$ cat src/include/fes_pkg.sv
/*
 Shared constants and carrier types for the erase, suspend and resume sequencer.
 Assumes a single 25 MHz core clock; link signals arrive unsynchronised.
*/
package fes_pkg;
   // Opcodes
   localparam logic [7:0] OP_BLOCK_ERASE64 = 8'hd8;
   localparam logic [7:0] OP_CHIP_ERASE_A = 8'hc7;
   localparam logic [7:0] OP_CHIP_ERASE_B = 8'h60;
   localparam logic [7:0] OP_SECTOR_ERASE = 8'h20;
   localparam logic [7:0] OP_BLOCK_ERASE32 = 8'h52;
   localparam logic [7:0] OP_PAGE_PROGRAM = 8'h02;
   localparam logic [7:0] OP_SUSPEND = 8'h75;
   localparam logic [7:0] OP_RESUME = 8'h7a;
   // Frame lengths in bits
   localparam logic [5:0] BITS_OPCODE = 6'h08;
   localparam logic [5:0] BITS_OP_ADDR = 6'h20;
   localparam int unsigned ADDR_W = 24;
   localparam int unsigned BLOCK_SHIFT = 16;
   localparam int unsigned BP_W = 5;
   localparam int unsigned BLOCK_IDX_W = ADDR_W - BLOCK_SHIFT;
   // Clock and timing
   localparam int unsigned MCLK_HZ = 25_000_000;
   localparam int unsigned RESUME_WIP_NS = 200;
   // Longest time rounds down, but not below one cycle
   localparam int unsigned RESUME_WIP_CYC_RAW = RESUME_WIP_NS * (MCLK_HZ / 1_000_000) / 1000;
   localparam int unsigned RESUME_WIP_CYC = (RESUME_WIP_CYC_RAW < 1) ? 1 : RESUME_WIP_CYC_RAW;
   localparam logic [4:0] RESUME_WIP_DLY = 5'(RESUME_WIP_CYC - 1);
   // Self-timed durations in ms (page program in us) as printed defaults
   localparam int unsigned BLOCK_ERASE_MS = 250;
   localparam int unsigned CHIP_ERASE_MS = 25000;
   localparam int unsigned PAGE_PROG_US = 600;
   localparam int unsigned SECTOR_ERASE_MS = 50;
   localparam logic [31:0] CYC_PER_MS = 32'(MCLK_HZ / 1000);
   localparam logic [31:0] CYC_PER_US = 32'(MCLK_HZ / 1_000_000);

   typedef enum logic [2:0] {
      FES_OP_NONE, FES_OP_SECTOR, FES_OP_BLOCK, FES_OP_CHIP, FES_OP_PROGRAM
   } fes_op_t;

   // Status seen by the host on a status read
   typedef struct packed {
      logic paused;
      logic write_enable_latch;
      logic write_in_progress;
   } fes_status_t;

   // Decoded end-of-frame command
   typedef struct packed {
      logic [7:0] opcode;
      logic [ADDR_W-1:0] addr;
      logic [5:0] bits;
   } fes_frame_t;
endpackage : fes_pkg

$ cat src/hdl/fes_sequencer.sv
/*
 Erase, suspend and resume command sequencer of a serial NOR flash.
 Assumes the link pins are asynchronous to mclk and much slower (sclk >= 4 mclk periods
 per half), and that write-enable and page-program framing live elsewhere.
*/
// Behaviour
// - Block erase is opcode plus three address bytes
// - Chip select rising off byte boundary discards
// - Block erase runs timed, in-progress flag high
// - Write latch cleared during block erase
// - Protected block is never erased
// - Two chip erase opcodes, memory goes ones
// - Chip erase needs write latch set
// - Chip erase needs exactly eight bits
// - Chip erase busy, then clears both flags
// - Chip erase only when unprotected
// - Suspend pauses sector, block erase, program
// - Suspend ignored during chip erase
// - Resume needs paused set, in-progress clear
// - Resume clears paused, busy within 200 ns
`timescale 1ns/1ps
module fes_sequencer
   import fes_pkg::*;
#(
   parameter int unsigned BLOCK_ERASE_CYC = BLOCK_ERASE_MS * CYC_PER_MS,
   parameter int unsigned CHIP_ERASE_CYC = CHIP_ERASE_MS * CYC_PER_MS,
   parameter int unsigned SECTOR_ERASE_CYC = SECTOR_ERASE_MS * CYC_PER_MS,
   parameter int unsigned PAGE_PROG_CYC = PAGE_PROG_US * CYC_PER_US
) (
   input wire logic mclk,
   input wire logic rstn,
   input wire logic chip_select_n,
   input wire logic serial_clock,
   input wire logic serial_in_line,
   input wire logic [BP_W-1:0] block_protect_bits,
   input wire logic set_write_enable,
   input wire logic start_sector_erase,
   input wire logic start_page_program,
   output fes_status_t status,
   output logic erase_block_pulse,
   output logic [BLOCK_IDX_W-1:0] erase_block_index,
   output logic erase_all_pulse
);
   // Two-flop synchronisers; stage one feeds only stage two
   logic [2:0] sync1_q, sync2_q, sync1_d, sync2_d;
   logic cs_prev_q, cs_prev_d, sck_prev_q, sck_prev_d;
   always_comb begin
      sync1_d = {chip_select_n, serial_clock, serial_in_line};
      sync2_d = sync1_q;
      cs_prev_d = sync2_q[2];
      sck_prev_d = sync2_q[1];
   end
   always_ff @(posedge mclk or negedge rstn) begin
      if (!rstn) begin
         // Reset to the idle link levels so the clock edge detector sees no false rise
         sync1_q <= 3'h4;
         sync2_q <= 3'h4;
         cs_prev_q <= 1'b1;
         sck_prev_q <= 1'b0;
      end else begin
         sync1_q <= sync1_d;
         sync2_q <= sync2_d;
         cs_prev_q <= cs_prev_d;
         sck_prev_q <= sck_prev_d;
      end
   end
   logic cs_n, sck_rise, frame_end;
   assign cs_n = sync2_q[2];
   assign sck_rise = sync2_q[1] & ~sck_prev_q & ~cs_n;
   assign frame_end = cs_n & ~cs_prev_q;

   // Frame shifter: MSB first, counts bits, saturates past address
   fes_frame_t frame_q, frame_d;
   always_comb begin
      frame_d = frame_q;
      if (cs_prev_q && !cs_n) begin
         frame_d = '0;
      end else if (sck_rise) begin
         if (frame_q.bits < BITS_OPCODE) begin
            frame_d.opcode = {frame_q.opcode[6:0], sync2_q[0]};
         end else begin
            frame_d.addr = {frame_q.addr[ADDR_W-2:0], sync2_q[0]};
         end
         if (frame_q.bits != 6'h3f) begin
            frame_d.bits = frame_q.bits + 6'h01;
         end
      end
   end
   always_ff @(posedge mclk or negedge rstn) begin
      if (!rstn) begin
         frame_q <= '0;
      end else begin
         frame_q <= frame_d;
      end
   end

   // Protected-block lookup: upper blocks protected, count set by protect bits
   function automatic logic block_protected(input logic [BLOCK_IDX_W-1:0] idx,
                                            input logic [BP_W-1:0] bp);
      logic [BLOCK_IDX_W:0] span;
      span = '0;
      if (bp != '0) begin
         // Any setting above eight, top bit included, covers the whole array
         span = (bp > 5'h08) ? 9'h100 : 9'((1 << bp[3:0]));
      end
      block_protected = ({1'b0, idx} >= (9'h100 - span));
   endfunction : block_protected

   // Operation engine
   fes_op_t op_q, op_d;
   logic wip_q, wip_d, wel_q, wel_d, sus_q, sus_d;
   logic [31:0] cnt_q, cnt_d;
   logic [4:0] rdly_q, rdly_d;
   logic rpend_q, rpend_d;
   logic ebp_d, eap_d;
   logic [BLOCK_IDX_W-1:0] ebi_q, ebi_d;
   logic ebp_q, eap_q;
   logic blk_cmd, chip_cmd;
   assign blk_cmd = frame_end && frame_q.opcode == OP_BLOCK_ERASE64
                    && frame_q.bits == BITS_OP_ADDR;
   assign chip_cmd = frame_end && frame_q.bits == BITS_OPCODE
                     && (frame_q.opcode == OP_CHIP_ERASE_A
                         || frame_q.opcode == OP_CHIP_ERASE_B);

   always_comb begin
      op_d = op_q;
      wip_d = wip_q;
      wel_d = wel_q;
      sus_d = sus_q;
      cnt_d = cnt_q;
      rdly_d = rdly_q;
      rpend_d = rpend_q;
      ebp_d = 1'b0;
      eap_d = 1'b0;
      ebi_d = ebi_q;
      if (set_write_enable && !wip_q) begin
         wel_d = 1'b1;
      end
      if (wip_q) begin
         // Latch dropped on first busy cycle except in chip erase, which keeps it until completion
         if (op_q != FES_OP_CHIP) begin
            wel_d = 1'b0;
         end
         if (cnt_q <= 32'h1) begin
            wip_d = 1'b0;
            wel_d = 1'b0;
            if (op_q == FES_OP_BLOCK) begin
               ebp_d = 1'b1;
            end
            if (op_q == FES_OP_CHIP) begin
               eap_d = 1'b1;
            end
            op_d = FES_OP_NONE;
         end else begin
            cnt_d = cnt_q - 32'h1;
         end
         if (frame_end && frame_q.bits == BITS_OPCODE && frame_q.opcode == OP_SUSPEND
             && op_q != FES_OP_CHIP) begin
            wip_d = 1'b0;
            sus_d = 1'b1;
            ebp_d = 1'b0;
            op_d = op_q;
            cnt_d = cnt_q;
         end
      end else if (rpend_q) begin
         // Busy rises a fixed count after an accepted resume
         if (rdly_q == 5'h00) begin
            rpend_d = 1'b0;
            wip_d = 1'b1;
         end else begin
            rdly_d = rdly_q - 5'h01;
         end
      end else if (sus_q) begin
         if (frame_end && frame_q.bits == BITS_OPCODE
             && frame_q.opcode == OP_RESUME) begin
            sus_d = 1'b0;
            rpend_d = 1'b1;
            rdly_d = RESUME_WIP_DLY;
         end
      end else begin
         // Idle: accept new self-timed work; a refused command changes nothing
         if (blk_cmd && wel_q
             && !block_protected(frame_q.addr[ADDR_W-1:BLOCK_SHIFT],
                                 block_protect_bits)) begin
            op_d = FES_OP_BLOCK;
            wip_d = 1'b1;
            cnt_d = 32'(BLOCK_ERASE_CYC);
            ebi_d = frame_q.addr[ADDR_W-1:BLOCK_SHIFT];
         end else if (chip_cmd && wel_q && block_protect_bits == '0) begin
            op_d = FES_OP_CHIP;
            wip_d = 1'b1;
            cnt_d = 32'(CHIP_ERASE_CYC);
         end else if (start_sector_erase && wel_q) begin
            op_d = FES_OP_SECTOR;
            wip_d = 1'b1;
            cnt_d = 32'(SECTOR_ERASE_CYC);
         end else if (start_page_program && wel_q) begin
            op_d = FES_OP_PROGRAM;
            wip_d = 1'b1;
            cnt_d = 32'(PAGE_PROG_CYC);
         end
      end
   end
   always_ff @(posedge mclk or negedge rstn) begin
      if (!rstn) begin
         op_q <= FES_OP_NONE;
         wip_q <= 1'b0;
         wel_q <= 1'b0;
         sus_q <= 1'b0;
         cnt_q <= '0;
         rdly_q <= '0;
         rpend_q <= 1'b0;
         ebp_q <= 1'b0;
         eap_q <= 1'b0;
         ebi_q <= '0;
      end else begin
         op_q <= op_d;
         wip_q <= wip_d;
         wel_q <= wel_d;
         sus_q <= sus_d;
         cnt_q <= cnt_d;
         rdly_q <= rdly_d;
         rpend_q <= rpend_d;
         ebp_q <= ebp_d;
         eap_q <= eap_d;
         ebi_q <= ebi_d;
      end
   end

   assign status = '{paused: sus_q, write_enable_latch: wel_q, write_in_progress: wip_q};
   assign erase_block_pulse = ebp_q;
   assign erase_block_index = ebi_q;
   assign erase_all_pulse = eap_q;

   // Checks
   a_block_start: assert property (@(posedge mclk) disable iff (!rstn)
      (blk_cmd && wel_q && !wip_q && !sus_q && !rpend_q && block_protect_bits == '0)
      |=> wip_q && op_q == FES_OP_BLOCK) else $error("block erase did not start");
   a_block_wel_drop: assert property (@(posedge mclk) disable iff (!rstn)
      (wip_q && op_q == FES_OP_BLOCK) |=> !wel_q) else $error("latch kept in erase");
   a_protect_guard: assert property (@(posedge mclk) disable iff (!rstn)
      (!wip_q && !rpend_q && blk_cmd && block_protect_bits == 5'h1f) |=> !wip_q)
      else $error("protected block erased");
   a_chip_needs_wel: assert property (@(posedge mclk) disable iff (!rstn)
      (chip_cmd && !wel_q && !wip_q && !rpend_q && !sus_q) |=> !wip_q)
      else $error("chip erase without latch");
   a_chip_protect: assert property (@(posedge mclk) disable iff (!rstn)
      (chip_cmd && block_protect_bits != '0 && !wip_q && !rpend_q) |=> !wip_q)
      else $error("chip erase with protection");
   a_chip_end: assert property (@(posedge mclk) disable iff (!rstn)
      ($fell(wip_q) && $past(op_q) == FES_OP_CHIP) |-> !wel_q && erase_all_pulse)
      else $error("chip erase end wrong");
   a_chip_nosus: assert property (@(posedge mclk) disable iff (!rstn)
      (op_q == FES_OP_CHIP && wip_q) |=> !sus_q) else $error("suspend in chip erase");
   a_resume_timing: assert property (@(posedge mclk) disable iff (!rstn)
      ($fell(sus_q)) |-> ##[1:5] wip_q) else $error("busy late after resume");
   // A resume seen while nothing is paused must not start the busy countdown
   a_resume_guard: assert property (@(posedge mclk) disable iff (!rstn)
      (frame_end && frame_q.bits == BITS_OPCODE && frame_q.opcode == OP_RESUME
       && !sus_q && !rpend_q) |=> !rpend_q && !sus_q)
      else $error("resume without pause");
endmodule : fes_sequencer

$ cat config.mk
export PLATFORM = sky130hd
export DESIGN_NAME = fes_sequencer
export DESIGN_NICKNAME = d
export VERILOG_FILES = /design/src/include/fes_pkg.sv /design/src/hdl/fes_sequencer.sv
export SDC_FILE = /design/constraint.sdc
export NUM_CORES = 1
export LEC_CHECK = 0
export ABC_AREA = 1
export BUFFER_PORTS_ARGS = -buffer_cell sky130_fd_sc_hd__buf_2
export CAP_MARGIN = 0
export CORE_ASPECT_RATIO = 0.5
export CORE_MARGIN = 8
export CORE_UTILIZATION = 62
export DETAILED_ROUTE_END_ITERATION = 10
export PLACE_DENSITY = 0.8
export SLEW_MARGIN = 10
export SYNTH_ARGS = -nofsm -noshare
export SYNTH_HDL_FRONTEND = slang
export SYNTH_SLANG_ARGS = --single-unit
$ cat constraint.sdc
create_clock -name mclk -period 2.3 [get_ports mclk]
set_input_delay 0.115 -clock mclk [delete_from_list [all_inputs] [get_ports mclk]]
set_output_delay 0.115 -clock mclk [all_outputs]
set_load 0.03 [all_outputs]
==> After elaboration in Yosys (flattened, before gate mapping) <==
Cells that the tools add are included.
{ "op_classes": {"mul": 0, "shift": 1, "n_addsub": 4, "reduce_logical": 36, "eq_ne": 19, "order_cmp": 4, "mux": 62, "bitwise_logic": 9, "div": 0} }
{ "op_table": {"columns": ["operator", "n"], "rows": [
  ["$mux W32", 9],
  ["$mux W38", 2],
  ["$mux W9", 5],
  ["$le A32 B1 Y1 const B", 1],
  ["$sub A32 B1 Y32 const B", 1],
  ["$mux W1", 30],
  ["$mux W3", 9],
  ["$eq A8 B7 Y1 const B", 3],
  ["$mux W24", 1],
  ["$mux W5", 4],
  ["$eq A8 B8 Y1 const B", 2],
  ["$logic_and A1 B1 Y1", 15],
  ["$ne A2 B2 Y1 const B", 6],
  ["$logic_not A5 Y1", 2],
  ["$reduce_and A5 Y1", 2],
  ["$reduce_bool A2 Y1", 5],
  ["$reduce_bool A5 Y1", 2],
  ["$ge A8 B9 Y1", 1],
  ["$shl A1 B4 Y9 const A", 1],
  ["$sub A9 B9 Y9 const A", 1],
  ["$mux W8", 1],
  ["$reduce_and A2 Y1", 4],
  ["$reduce_and A4 Y1", 2],
  ["$add A6 B1 Y6 const B", 1],
  ["14 further kinds", 25]
]} }
{ "totals": {"regBits": 100, "word_cells": 152, "ram_bits": 0, "output_inout_bits": 13, "memories": 0, "mem_bits_ro": 0, "latch_bits": 0, "in_bits": 13} }

==> Longest topological paths before layout <==
Gate-level depths: netlist of the first run.
{ "logic_depth": {"ltp_word": 14, "ltp_mapped": 27, "depth_no_buf": 26} }

==> Worst setup path after synthesis of the first run <==
OpenSTA, ideal clock, no wires.
{ "synth_timing": {"path_type": "input to register", "from": "input port block_protect_bits[3]", "to": "register cnt_q[24]", "t_arrival_ps": 2371, "stages": 25, "n_path_buf": 1, "setup_ps": 117, "setup_slack_ps": -188, "t_required_ps": 2183, "cell_sequence": "nor2_2 > inv_2 > nor2_4 > nand3_1 > ha_1 > or2_2 > nand2_1 > ha_1 > a21oi_1 > nand2_1 > nand2_1 > nand2_1 > nand2_1 > nand2_1 > nand2_1 > nand2_1 > nand2_2 > nand2_4 > nand2_1 > nand2_2 > nand2_4 > nand2_4 > buf_6 > nand2_1 > nand2_1"} }
{ "synth_between": {"elab_chain_len": 14, "elab_cells_between_ends": 21, "classes_between": "1 x add/sub; 2 x order compare; 1 x shift; 10 x mux; 7 x reduce/logical"} }
{ "synth_rtl": {"columns": ["item", "line", "source"], "rows": [
  ["from (decl)", "fes_sequencer.sv:35", "input wire logic [BP_W-1:0] block_protect_bits,"],
  ["$gt A5 B4 Y1 / $shl A1 B4 Y9 (equally long branches)", "fes_sequencer.sv:104", "span = (bp > 5'h08) ? 9'h100 : 9'((1 << bp[3:0]));"],
  ["$mux W9", "fes_sequencer.sv:104", null],
  ["$mux W9", "fes_sequencer.sv:102", "if (bp != '0) begin"],
  ["$mux W9", "fes_sequencer.sv:173", "end else if (sus_q) begin"],
  ["$mux W9", "fes_sequencer.sv:165", "end else if (rpend_q) begin"],
  ["$mux W9", "fes_sequencer.sv:139", "if (wip_q) begin"],
  ["$sub A9 B9 Y9", "fes_sequencer.sv:106", "block_protected = ({1'b0, idx} >= (9'h100 - span));"],
  ["$ge A8 B9 Y1", "fes_sequencer.sv:106", null],
  ["$logic_not A1 Y1", "fes_sequencer.sv:183", "&& !block_protected(frame_q.addr[ADDR_W-1:BLOCK_SHIFT],"],
  ["$logic_and A1 B1 Y1", "fes_sequencer.sv:183", null],
  ["$mux W32", "fes_sequencer.sv:182", "if (blk_cmd && wel_q"],
  ["$mux W32", "fes_sequencer.sv:173", null],
  ["$mux W32", "fes_sequencer.sv:165", null],
  ["$mux W32", "fes_sequencer.sv:139", null],
  ["to (signal assigned)", "fes_sequencer.sv:221", "cnt_q <= cnt_d;"],
  ["to (decl)", "fes_sequencer.sv:112", "logic [31:0] cnt_q, cnt_d;"]
]} }
Parallel ways exist; a longest one is shown, timed or not. The select of a mux whose other input is x is not followed.
A chain may end at the register's enable or synchronous reset.

==> Worst setup path after layout of the first run <==
{ "layout_timing": {"from": "input port block_protect_bits[4]", "to": "register op_q[0]"} }
{ "layout_between": {"elab_chain_len": 14, "elab_cells_between_ends": 20, "classes_between": "1 x add/sub; 2 x order compare; 10 x mux; 7 x reduce/logical"} }
{ "layout_rtl": {"columns": ["item", "line", "source"], "rows": [
  ["$gt A5 B4 Y1", "fes_sequencer.sv:104", null],
  ["$mux W9", "fes_sequencer.sv:104", null],
  ["$mux W9", "fes_sequencer.sv:102", null],
  ["$mux W9", "fes_sequencer.sv:173", null],
  ["$mux W9", "fes_sequencer.sv:165", null],
  ["$mux W9", "fes_sequencer.sv:139", null],
  ["$sub A9 B9 Y9", "fes_sequencer.sv:106", null],
  ["$ge A8 B9 Y1", "fes_sequencer.sv:106", null],
  ["$logic_not A1 Y1", "fes_sequencer.sv:183", null],
  ["$logic_and A1 B1 Y1", "fes_sequencer.sv:183", null],
  ["$mux W3", "fes_sequencer.sv:182", null],
  ["$mux W3", "fes_sequencer.sv:173", null],
  ["$mux W3", "fes_sequencer.sv:165", null],
  ["$mux W3", "fes_sequencer.sv:139", null],
  ["to (signal assigned)", "fes_sequencer.sv:217", "op_q <= op_d;"],
  ["to (decl)", "fes_sequencer.sv:110", "fes_op_t op_q, op_d;"]
]} }
Parallel ways exist; a longest one is shown, timed or not. The select of a mux whose other input is x is not followed.

==> results of run 1 <==
[layout by cell type, fill, tap and decap left out, types with 2 or more instances in the layout]
cell | Yosys | routed
nand2_1 | 206 | 200
dfrtp_1 | 97 | 97
nand3_1 | 83 | 80
inv_1 | 78 | 78
nor2_1 | 69 | 66
o21ai_0 | 52 | 52
buf_4 | 4 | 34
buf_2 | 5 | 22
nand4_1 | 15 | 15
nor3_1 | 14 | 14
xnor2_1 | 13 | 13
ha_1 | 15 | 13
a21oi_1 | 13 | 11
clkbuf_16 | 0 | 10
o21ai_1 | 9 | 9
o31ai_1 | 9 | 9
nor2_2 | 8 | 8
xor2_1 | 8 | 8
nand2_2 | 5 | 7
nand3_2 | 3 | 6
nand2_4 | 3 | 6
buf_6 | 3 | 6
dlygate4sd3_1 | 0 | 5
nor2_4 | 1 | 4
nor4_1 | 4 | 4
inv_8 | 0 | 4
inv_2 | 3 | 3
a21oi_2 | 1 | 3
dfstp_2 | 3 | 3
nor3_2 | 3 | 2
nand3b_1 | 2 | 2
nand2_8 | 0 | 2
nor3b_1 | 2 | 2
ha_4 | 0 | 2
conb_1 | 2 | 2
buf_12 | 0 | 2
[final cells by class]
cell class                      instances  share of cell area [%]
Sequential cell                       100                   37.64
Timing Repair Buffer                   70                   8.230
Inverter                               82                   4.622
Tap cell                              117                   2.198
Multi-Input combinational cell        546                   42.92
Clock buffer                            9                   3.382
Clock inverter                          7                   1.015
[through the flow]
stage          hold slack [ns]  utilization, %
2_1_floorplan          -0.1806               -
3_3_place_gp           0.03025           69.25
3_5_place_dp           0.02995           69.25
4_1_cts                 0.1969           73.36
5_1_grt                 0.2321           75.68
6_report                0.1984           75.68
[timing repair]
action	in CTS	in global routing
hold buffers	5	0
endpoints found under the hold margin	57	0
gates cloned	0	2
pin swaps	0	22
resized for setup	4	29
buffers inserted	0	4
endpoints found under the setup margin	33	44
[registers in the layout, indices dropped and copies added, names as in the netlist, 3 cells and up]
signal	cells
cnt_q	32
frame_q	38
sync2_q	3
sync1_q	3
rdly_q	5
erase_block_index	8
op_q	3
[layer usage]
metal | global-route usage [%] | routed length [microns] | share of wire (%) | vias up
li1 | - | - | - | 2556
met1 | 28.02 | 5964 | 45 | 2425
met2 | 34.85 | 6522 | 49 | 151
met3 | 4.762 | 722 | 5.4 | 20
met4 | 6.334 | 154 | 1.2 | 0
met5 | 0 | 0 | 0 | -
[cells by family after synthesis]
group | Yosys count | share of synthesized area, %
AO/OA/AOI/OAI | 87 | 8.319
XOR/XNOR | 21 | 3.252
adder cells (fa/ha/maj) | 15 | 3.319
buffers and inverters | 104 | 7.677
flip-flops | 100 | 44.31
other | 2 | 0.1328
AND/OR/NAND/NOR | 420 | 32.99
[report_power, final]
part	internal (mW)	switching, mW	total (mW)	leakage, nW
combinational	0.793	1.31	2.10	1.87
clock	0.769	0.746	1.52	0.148
sequential	2.01	0.303	2.31	1.34
total	3.57	2.36	5.93	3.35
[final timing paths]
| check | endpoint | slack, ns |
|---|---|---|
| max | op_q[0] | 0.01 |
| max in group asynchronous | frame_q[1] | 1.48 |
| min | cnt_q[16] | 0.20 |
| max reg2reg | cnt_q[10] | 0.12 |
| min in group mclk | wip_q | 0.29 |
| min reg2reg | sync2_q[1] | 0.35 |
[critical path: stages]
cell and delay, ns:
buf_6 0.10, nor2_4 0.10, inv_2 0.06, nor2_4 0.10, nand3_2 0.09, ha_4 0.18, nand2_4 0.08, nor2_4 0.05
xor2_1 0.17, ha_1 0.33, a21oi_2 0.14, nand2_1 0.06, nand2_1 0.06, nand2_1 0.04, nand2_1 0.06, nand2_1 0.06
nand2_2 0.09, nand2_4 0.06, nand2_4 0.08, nand2_4 0.06, nand2_8 0.11, buf_6 0.14, nand2_4 0.06, nand2_2 0.07
nand2_1 0.05
==> metrics.md, run 1 <==
| Metric | Value |
|---|---|
| Outcome | finished clean |
| Leak | 3.353 nW |
| Die Y | 83.54 microns |
| Warnings from Yosys | 0 |
| Vias per Instance | 5.534 |
| Critical Path AT | 2.53 ns |
| Finished Layout Cells | 931 |
| Pwr/cell area | 890.7 nW/um^2 |
| Syn Nets | 777 |
| Wire per inst | 14.35 microns |
| Synthesized netlist cell count | 749 |
| Element type at the critical path end | flop |
| Area Growth Syn to Fin | 17.74% |
| VDD IR max | 0.0006292 V |
| Post-route antenna net violation count | 0 |
| CP startpoint | block_protect_bits[4] |
| DR DRC count | 0 |
| Starting Density | 64.28% |
| Library cells used by synthesis | 36 |
| Die area | 12620 sq um |
| Dpl cells | 904 |
| GPL Wtd Cong | 0.8855 |
| Site Rows | 24 |
| Max Cap Viol | 0 |
| Gr ovfl total | 0 |
| R2r startpoint | cnt_q[1] |
| Worst endpoint required time | 2.54 ns |
| Vias in the first global route | 4874 |
| Register area | 2506 sq um |
| HP Class | in -> async |
| Post-route setup slack | 0.009890 ns |
| Post-Place Worst Slack | -0.4094 ns |
| Clock sinks | 100 |
| Max FO, Critical Path | 5 |
| CORE AREA | 8798 sq um |
| Fmax achieved | 436.7 MHz |
| Fin Setup TNS | 0 ns |
| Main area contributors after synthesis | dfrtp_1 43%, nand2_1 14%, nand3_1 7.3%, inv_1 5.2%, o21ai_0 4.6% |
| Global-route wire length before repair | 22.38 mm |
| EDFF count, synth | 0 |
| Design area | 6659 sq um |
| Register area share after synthesis | 44.31% |
| Port Buffers | 25 |
| Final hold vios | 0 |
| Share of layout cells above drive strength 1 | 16.22% |
| Largest net degree at the start of global routing | 37 |
| Clk_lat worst skew | 0.36 ns |
| WS Path Type | in -> reg |
| Post-synth top cells | 206 x nand2_1, 97 x dfrtp_1, 83 x nand3_1, 78 x inv_1, 69 x nor2_1 |
| Initial DRT Pass Iterations | 5 |
| Fin crit share | 99.57% |
| Root buffer cell | clkbuf_16 |
| DR iter-0 viols | 404 |
| Diode count | 0 |
| RSZ-0062 raised after global routing | yes |
| Ys flop type | dfrtp_1 |
| Antenna violations before repair | 0 |
| Slew headroom | 57.58% |
| Reg clk slew, reported paths | 0.07 ns |
| Global Route Usage Sum | 21.44% |
| Max-slew violations | 0 |
| CTS Buf Count | 9 |
| Clk_skew | 0.01401 ns |
| Syn Area/Cell | 7.551 sq um |
| Worst-Margin Slew | 0.6296 ns |
| Placed instance area | 6093 sq um |
| Reg2reg path depth | 14 |
| Clk buf depth | 2 |
| Final WL | 13.36 mm |
| Top-count cell post-synth | nand2_1 |
| Yosys top cell area share | 42.92% |
| CTS tree | done |
| Multi-input gate area | 2858 sq um |
| Crit path time final | 2.290 ns |
| Yosys reg bits | 100 |
| # fillers | 653 |
| CP startpoint kind | primary input |
| Asr flop ratio synth | 100.0% |
| Synth area leader | dfrtp_1 |
| Layout Nets | 837 |
| Hpwl dp | 9.029 mm |
| Die Wd | 151.1 microns |
| Final Setup Violations | 0 |
| Overall Power | 5.931 mW |
| H-tree depth | 3 |
| Syn Std Cell Area | 5655 sq um |
| Vias | 5152 |
| IO Count | 26 |
Note: power is estimated with default switching activity, not from simulation.
==> inputs of run 2 (changes only) <==
--- a/config.mk
+++ b/config.mk
@@ -6,7 +6,7 @@
 export NUM_CORES = 1
 export LEC_CHECK = 0
 export ABC_AREA = 1
-export BUFFER_PORTS_ARGS = -buffer_cell sky130_fd_sc_hd__buf_2
+export BUFFER_PORTS_ARGS = -buffer_cell sky130_fd_sc_hd__clkbuf_2
 export CAP_MARGIN = 0
 export CORE_ASPECT_RATIO = 0.5
 export CORE_MARGIN = 8
==> run 2 against run 1 <==
Effect of this change: the flow now finishes with violations (setup timing); sequential share of layout area is 0.23 points higher; critical path depth stayed put; setup slack worse by 0.082 ns; global-route usage is 0.11 points higher; wire length is 0.87% lower; via count is 0.47% lower; utilization is 0.47 points lower; cell count is 0.21% lower; maximum frequency is 3.5% lower; register-to-register slack worse by 0.07 ns; critical path type unchanged; largest cell class unchanged.
==> metrics.md, run 2 (synthesized netlist as in run 1, its figures left out) <==
| Metric | Value |
|---|---|
| Outcome | finished with violations (was finished clean) |
| Failing checks | setup timing |
| Combinational power share | 35.0% (was 35.5%) |
| WS Path Type | in -> reg (unchanged) |
| Post-route antenna net violation count | 0 (unchanged) |
| Final hold vios | 0 (unchanged) |
| HP Class | in -> async (unchanged) |
| Fmax achieved | 421.6 MHz (was 436.7 MHz) |
| Die Wd | 151.1 microns (unchanged) |
| Core Util, Final | 75.21% (was 75.68%) |
| Most frequent cells in the layout | 198 x nand2_1, 97 x dfrtp_1, 82 x nand3_1, 78 x inv_1, 68 x nor2_1 (was 200 x nand2_1, 97 x dfrtp_1, 80 x nand3_1, 78 x inv_1, 66 x nor2_1) |
| RSZ-0062 raised after global routing | yes (unchanged) |
| Root buffer cell | clkbuf_16 (unchanged) |
| Largest net degree at the start of global routing | 49 (was 37) |
| DR DRC count | 0 (unchanged) |
| Final WL | 13.25 mm (was 13.36 mm) |
| Max-slew violations | 0 (unchanged) |
| Hold slack | 0.2139 ns (was 0.1984 ns) |
| Crit path time final | 2.372 ns (was 2.290 ns) |
| Element type at the critical path end | flop (unchanged) |
| Slew headroom | 60.11% (was 57.58%) |
| DR iter-0 viols | 437 (was 404) |
| CP top delay family | simple AND/OR/NAND/NOR gates (unchanged) |
| Hpwl dp | 8.792 mm (was 9.029 mm) |
| Antenna violations before repair | 0 (unchanged) |
| GPL Wtd Cong | 0.9075 (was 0.8855) |
| Die area | 12620 sq um (unchanged) |
| Internal | 3.523 mW (was 3.572 mW) |
| Site Rows | 24 (unchanged) |
| IO Count | 26 (unchanged) |
| Post-route setup slack | -0.07205 ns (was 0.009890 ns) |
| Clock share of power | 25.6% (was 25.5%) |
| VDD IR max | 0.0005389 V (was 0.0006292 V) |
| H-tree depth | 3 (unchanged) |
| Global Route Usage Sum | 21.55% (was 21.44%) |
| Crit path buffers/inverters | 3 (unchanged) |
| Switch share | 40.00% (was 39.78%) |
| Die Y | 83.54 microns (unchanged) |
| CTS Buf Count | 9 (unchanged) |
| Share of layout cells above drive strength 1 | 15.76% (was 16.22%) |
| CP startpoint kind | primary input (unchanged) |
| Gr ovfl total | 0 (unchanged) |
| CTS tree | done (unchanged) |
| Global-route wire length before repair | 22.53 mm (was 22.38 mm) |
| Clk buf depth | 2 (unchanged) |
| Final Setup Violations | 36 (was 0) |
| Initial DRT Pass Iterations | 6 (was 5) |
| Critical Path AT | 2.61 ns (was 2.53 ns) |
| Slowest cell delay on critical path | 0.33 ns (about the same) |
| Layout Nets | 835 (was 837) |
| Vias in the first global route | 4887 (was 4874) |
| Area Growth Syn to Fin | 17.01% (was 17.74%) |
| Fin crit share | 103.1% (was 99.57%) |
| Largest reg by FF count | frame_q (unchanged) |
| Diode count | 0 (unchanged) |
| Worst endpoint required time | 2.54 ns (about the same) |
| CORE AREA | 8798 sq um (unchanged) |
| Worst-Margin Slew | 0.5921 ns (was 0.6296 ns) |
| Leak | 3.321 nW (was 3.353 nW) |
| Slowest stage cell on the critical path | ha_1 (unchanged) |
| Clock sinks | 100 (unchanged) |
| Reg clk slew, reported paths | 0.07 ns (about the same) |
| Max FO, Critical Path | 5 (unchanged) |
| CP Depth | 25 (unchanged) |
| Psw | 2.349 mW (was 2.360 mW) |
| CP dominant cell by count | nand2_1 (unchanged) |
| Starting Density | 64.28% (unchanged) |
| Commonest non-fill, non-tap cell in the layout | nand2_1 (unchanged) |
| Fin Setup TNS | -0.7672 ns (was 0 ns) |
| Vias per Instance | 5.520 (was 5.534) |
| Clk_skew | 0.009564 ns (was 0.01401 ns) |
| Wire per inst | 14.26 microns (was 14.35 microns) |
| Vias | 5128 (was 5152) |
| Clk_lat worst skew | 0.35 ns (was 0.36 ns) |
| Max reg flops | 38 (unchanged) |
| Reg2reg path depth | 14 (unchanged) |
| Flop pwr share | 39.4% (was 39.0%) |
| Max Cap Viol | 0 (unchanged) |
| Pwr/cell area | 887.3 nW/um^2 (was 890.7 nW/um^2) |
| Port Buffers | 25 (unchanged) |
-- run 2: area by class of cell --
cell class | instances | area [sq um]
Multi-Input combinational cell | 546 | 2861
Sequential cell | 100 | 2506
Fill cell | 633 | 2181
Timing Repair Buffer | 68 | 506.7
Inverter | 82 | 307.8
Clock buffer | 10 | 229.0
Tap cell | 117 | 146.4
Clock inverter | 6 | 60.06
-- run 2: path summary, 6_finish.rpt --
| path | from | end | slack [ns] |
|---|---|---|---|
| min in group mclk | start_page_program | wip_q | 0.30 |
| worst min register to register | sync1_q[1] | sync2_q[1] | 0.35 |
| worst min-delay path | rstn | cnt_q[4] | 0.21 |
| worst max register to register | cnt_q[0] | cnt_q[14] | 0.05 |
| worst max-delay path | block_protect_bits[4] | op_q[0] | -0.07 |
| max in group asynchronous | rstn | cs_prev_q | 1.35 |
-- run 2: routing by layer --
layer	vias to the layer above	track usage [%]	wire, microns
met2	167	35.25	6357
li1	2544	-	-
met3	25	5.032	805
met1	2392	28.05	5857
met5	-	0	0
met4	0	5.798	227
-- run 2: stage by stage --
stage          cell area (sq um)  setup WS, ns  power [mW]  cells
2_1_floorplan               5670       0.05447       3.735    749
3_3_place_gp                6086       -0.3453       4.133    903
3_5_place_dp                6086       -0.4157       4.202    903
4_1_cts                     6494     0.0004716       5.803    926
5_1_grt                     6618       -0.2165       6.251    929
6_report                    6618      -0.07205       5.872    929
-- run 2: power groups by stage --
stage,registers (mW),clock network [mW],logic (mW)
floorplan,2.26,0,1.48
global placement,2.33,0,1.81
detailed placement,2.33,0,1.87
CTS,2.30,1.51,1.98
global route,2.35,1.58,2.32
finish,2.31,1.50,2.05
-- run 2: repair_timing --
item                                   4_1_cts  5_1_grt
gates cloned                                 2        0
resized for setup                           10       23
hold buffers                                 5        0
pin swaps                                    4       14
endpoints found under the hold margin       26        0
setup endpoints to repair                   36       44
buffers inserted                             0        3
==> inputs of run 3 (changes only) <==
--- a/config.mk
+++ b/config.mk
@@ -8,11 +8,13 @@
 export ABC_AREA = 1
 export BUFFER_PORTS_ARGS = -buffer_cell sky130_fd_sc_hd__clkbuf_2
 export CAP_MARGIN = 0
+export CELL_PAD_IN_SITES_DETAIL_PLACEMENT = 2
+export CELL_PAD_IN_SITES_GLOBAL_PLACEMENT = 2
 export CORE_ASPECT_RATIO = 0.5
 export CORE_MARGIN = 8
-export CORE_UTILIZATION = 62
+export CORE_UTILIZATION = 37
 export DETAILED_ROUTE_END_ITERATION = 10
-export PLACE_DENSITY = 0.8
+export PLACE_DENSITY_LB_ADDON = 0.1
 export SLEW_MARGIN = 10
 export SYNTH_ARGS = -nofsm -noshare
 export SYNTH_HDL_FRONTEND = slang
==> run 3 against run 2 <==
Effect of this change: utilization shrank 28 points; clock power increased by 5%; flip-flop and latch count unchanged; the flow still finishes with violations (setup timing); sequential share of layout area is 2.5 points lower.
==> metrics.md, run 3 (synthesized netlist as in run 1, its figures left out) <==
| Metric | Value |
|---|---|
| CTS Buf Count | 9 (unchanged) |
| Global-route wire length before repair | 30.42 mm (was 22.53 mm) |
| Die area | 19740 sq um (was 12620 sq um) |
| Hpwl dp | 12.79 mm (was 8.792 mm) |
| Layout Nets | 852 (was 835) |
| Global Route Usage Sum | 19.46% (was 21.55%) |
| Dpl cells | 999 (was 903) |
| Antenna violations before repair | 0 (unchanged) |
| Vias per Instance | 5.189 (was 5.520) |
| Clock share of power | 24.4% (was 25.6%) |
| Die Wd | 190.8 microns (was 151.1 microns) |
| Initial DRT Pass Iterations | 4 (was 6) |
| Worst endpoint required time | 2.55 ns (was 2.54 ns) |
| Diode count | 0 (unchanged) |
| Clock sinks | 100 (unchanged) |
| Placed instance area | 6300 sq um (was 6086 sq um) |
| Area Growth Syn to Fin | 25.35% (was 17.01%) |
| Reg2Reg Setup Slack | 0 ns (was 0.05 ns) |
| Fmax achieved | 408.5 MHz (was 421.6 MHz) |
| Reg2reg path depth | 14 (unchanged) |
| Post-Place Worst Slack | -0.5369 ns (was -0.4157 ns) |
| CTS tree | done (unchanged) |
| Clk buf depth | 2 (unchanged) |
| Clk_skew | 0.01211 ns (was 0.009564 ns) |
| Pwr/cell area | 907.3 nW/um^2 (was 887.3 nW/um^2) |
| Largest reg by FF count | frame_q (unchanged) |
| Post-route setup slack | -0.1478 ns (was -0.07205 ns) |
| CP startpoint kind | primary input (unchanged) |
| Vias in the first global route | 5949 (was 4887) |
| DR iter-0 viols | 162 (was 437) |
| Critical Path AT | 2.70 ns (was 2.61 ns) |
| Slew headroom | 54.85% (was 60.11%) |
| Hold Path Depth | 6 |
| GPL Wtd Cong | 0.7926 (was 0.9075) |
| Share of layout cells above drive strength 1 | 22.56% (was 15.76%) |
| Wire per inst | 18.51 microns (was 14.26 microns) |
| Psw | 2.636 mW (was 2.349 mW) |
| Most frequent cells in the layout | 155 x nand2_1, 97 x dfrtp_1, 82 x nand3_1, 77 x inv_1, 69 x nor2_1 (was 198 x nand2_1, 97 x dfrtp_1, 82 x nand3_1, 78 x inv_1, 68 x nor2_1) |
| Outcome | finished with violations (unchanged) |
| H-tree depth | 3 (unchanged) |
| Final WL | 19.13 mm (was 13.25 mm) |
| Hold Startpoint | start_page_program |
| Fin Setup TNS | -4.537 ns (was -0.7672 ns) |
| Flop pwr share | 36.9% (was 39.4%) |
| Hold path endpoint | wip_q |
| Design area | 7089 sq um (was 6618 sq um) |
| Crit path time final | 2.448 ns (was 2.372 ns) |
| CP dominant cell by count | nand2_1 (unchanged) |
| Fin crit share | 106.4% (was 103.1%) |
| Internal | 3.796 mW (was 3.523 mW) |
| DR DRC count | 0 (unchanged) |
| Finished Layout Cells | 1033 (was 929) |
| Vias | 5360 (was 5128) |
| Clk_lat worst skew | 0.36 ns (was 0.35 ns) |
| Reg clk slew, reported paths | 0.07 ns (about the same) |
| Slowest stage cell on the critical path | ha_1 (unchanged) |
| Max reg flops | 38 (unchanged) |
| Max FO, Critical Path | 6 (was 5) |
| CORE AREA | 15170 sq um (was 8798 sq um) |
| Max-slew violations | 0 (unchanged) |
| Combinational power share | 38.7% (was 35.0%) |
| R2r startpoint | cnt_q[2] (was cnt_q[0]) |
| Switch share | 40.98% (was 40.00%) |
| Leak | 3.581 nW (was 3.321 nW) |
| VDD IR max | 0.0004133 V (was 0.0005389 V) |
| Worst-Margin Slew | 0.6772 ns (was 0.5921 ns) |
| Root buffer cell | clkbuf_16 (unchanged) |
| Final Setup Violations | 37 (was 36) |
| Die Y | 103.4 microns (was 83.54 microns) |
| R2R Path End | cnt_q[24] (was cnt_q[14]) |
| HP Class | in -> reg (was in -> async) |
| IO Count | 26 (unchanged) |
| Gr ovfl total | 0 (unchanged) |
| Site Rows | 32 (was 24) |
| Element type at the critical path end | flop (unchanged) |
| Final hold vios | 0 (unchanged) |
| RSZ-0062 raised after global routing | yes (unchanged) |
| Failing checks | setup timing (unchanged) |
| Commonest non-fill, non-tap cell in the layout | nand2_1 (unchanged) |
| Starting Density | 37.27% (was 64.28%) |
| Post-route antenna net violation count | 0 (unchanged) |
| Slowest cell delay on critical path | 0.28 ns (was 0.33 ns) |
| Port Buffers | 25 (unchanged) |
| WS Path Type | in -> reg (unchanged) |
| Max Cap Viol | 0 (unchanged) |
| Largest net degree at the start of global routing | 45 (was 49) |
-- run 3: cell types whose count changed in the layout (fill, tap and decap cells not counted), moves of 3 or more --
| cell | previous run | this run |
|---|---|---|
| nand2_1 | 198 | 155 |
| nand2_4 | 5 | 17 |
| inv_8 | 3 | 0 |
| buf_4 | 32 | 47 |
| buf_6 | 5 | 2 |
| nand2_2 | 9 | 41 |
-- run 3: through the flow --
step	hold slack, ns	power [mW]	util (%)
after floorplan	-0.1806	3.735	-
after global placement	0.1946	4.367	41.52
after CTS	0.2898	6.300	45.29
final	0.2898	6.432	46.72
after detailed placement	0.1897	4.498	41.52
after global routing	0.3554	6.891	46.72
-- run 3: routing by layer --
metal | up-vias | share of wire (%) | GRT usage (%)
li1 | 2563 | - | -
met1 | 2729 | 45 | 23.06
met2 | 48 | 51 | 36.00
met3 | 20 | 2.3 | 3.916
met4 | 0 | 1.2 | 4.917
met5 | - | 0 | 0
-- run 3: repair_timing --
item | CTS | global route
pin swaps | 19 | 24
hold endpoints to repair | 46 | 0
buffers inserted | 7 | 4
hold buffers | 5 | 0
endpoints found under the setup margin | 35 | 45
gates resized for setup | 34 | 53
gates cloned | 2 | 1
-- run 3: final cells by class --
type | instances | area, sq um
clock buffers | 11 | 232.7
clock inverters | 5 | 60.06
fillers | 1726 | 8085
inverters | 82 | 307.8
multi-input cells | 545 | 2988
flip-flops and latches | 100 | 2506
well taps | 204 | 255.2
repair buffers | 86 | 739.5
-- run 3: worst max path at each step --
stage	from	to	slack [ns]	cells past startpoint
final	block_protect_bits[3]	cnt_q[21]	-0.15	26
after global routing	block_protect_bits[3]	cnt_q[7]	-0.31	26
after CTS	block_protect_bits[4]	cnt_q[17]	-0.07	28
after detailed placement	block_protect_bits[3]	op_q[0]	-0.54	28
after global placement	block_protect_bits[3]	cnt_q[1]	-0.35	28
after floorplan	block_protect_bits[3]	cnt_q[24]	0.05	24
-- run 3: power groups by stage --
| stage | registers, mW | logic [mW] | clock network (mW) |
|---|---|---|---|
| floorplan | 2.26 | 1.48 | 0 |
| global placement | 2.33 | 2.04 | 0 |
| detailed placement | 2.35 | 2.15 | 0 |
| CTS | 2.34 | 2.34 | 1.62 |
| global route | 2.42 | 2.78 | 1.69 |
| finish | 2.37 | 2.49 | 1.57 |
-- run 3: critical path, delay by kind of cell --
kind                       cells  cell delay (ns)
and+or+nand+nor               19             1.58
xor gates and xnor gates       1             0.17
adders and majority gates      1             0.28
buffers and inverters          5             0.55
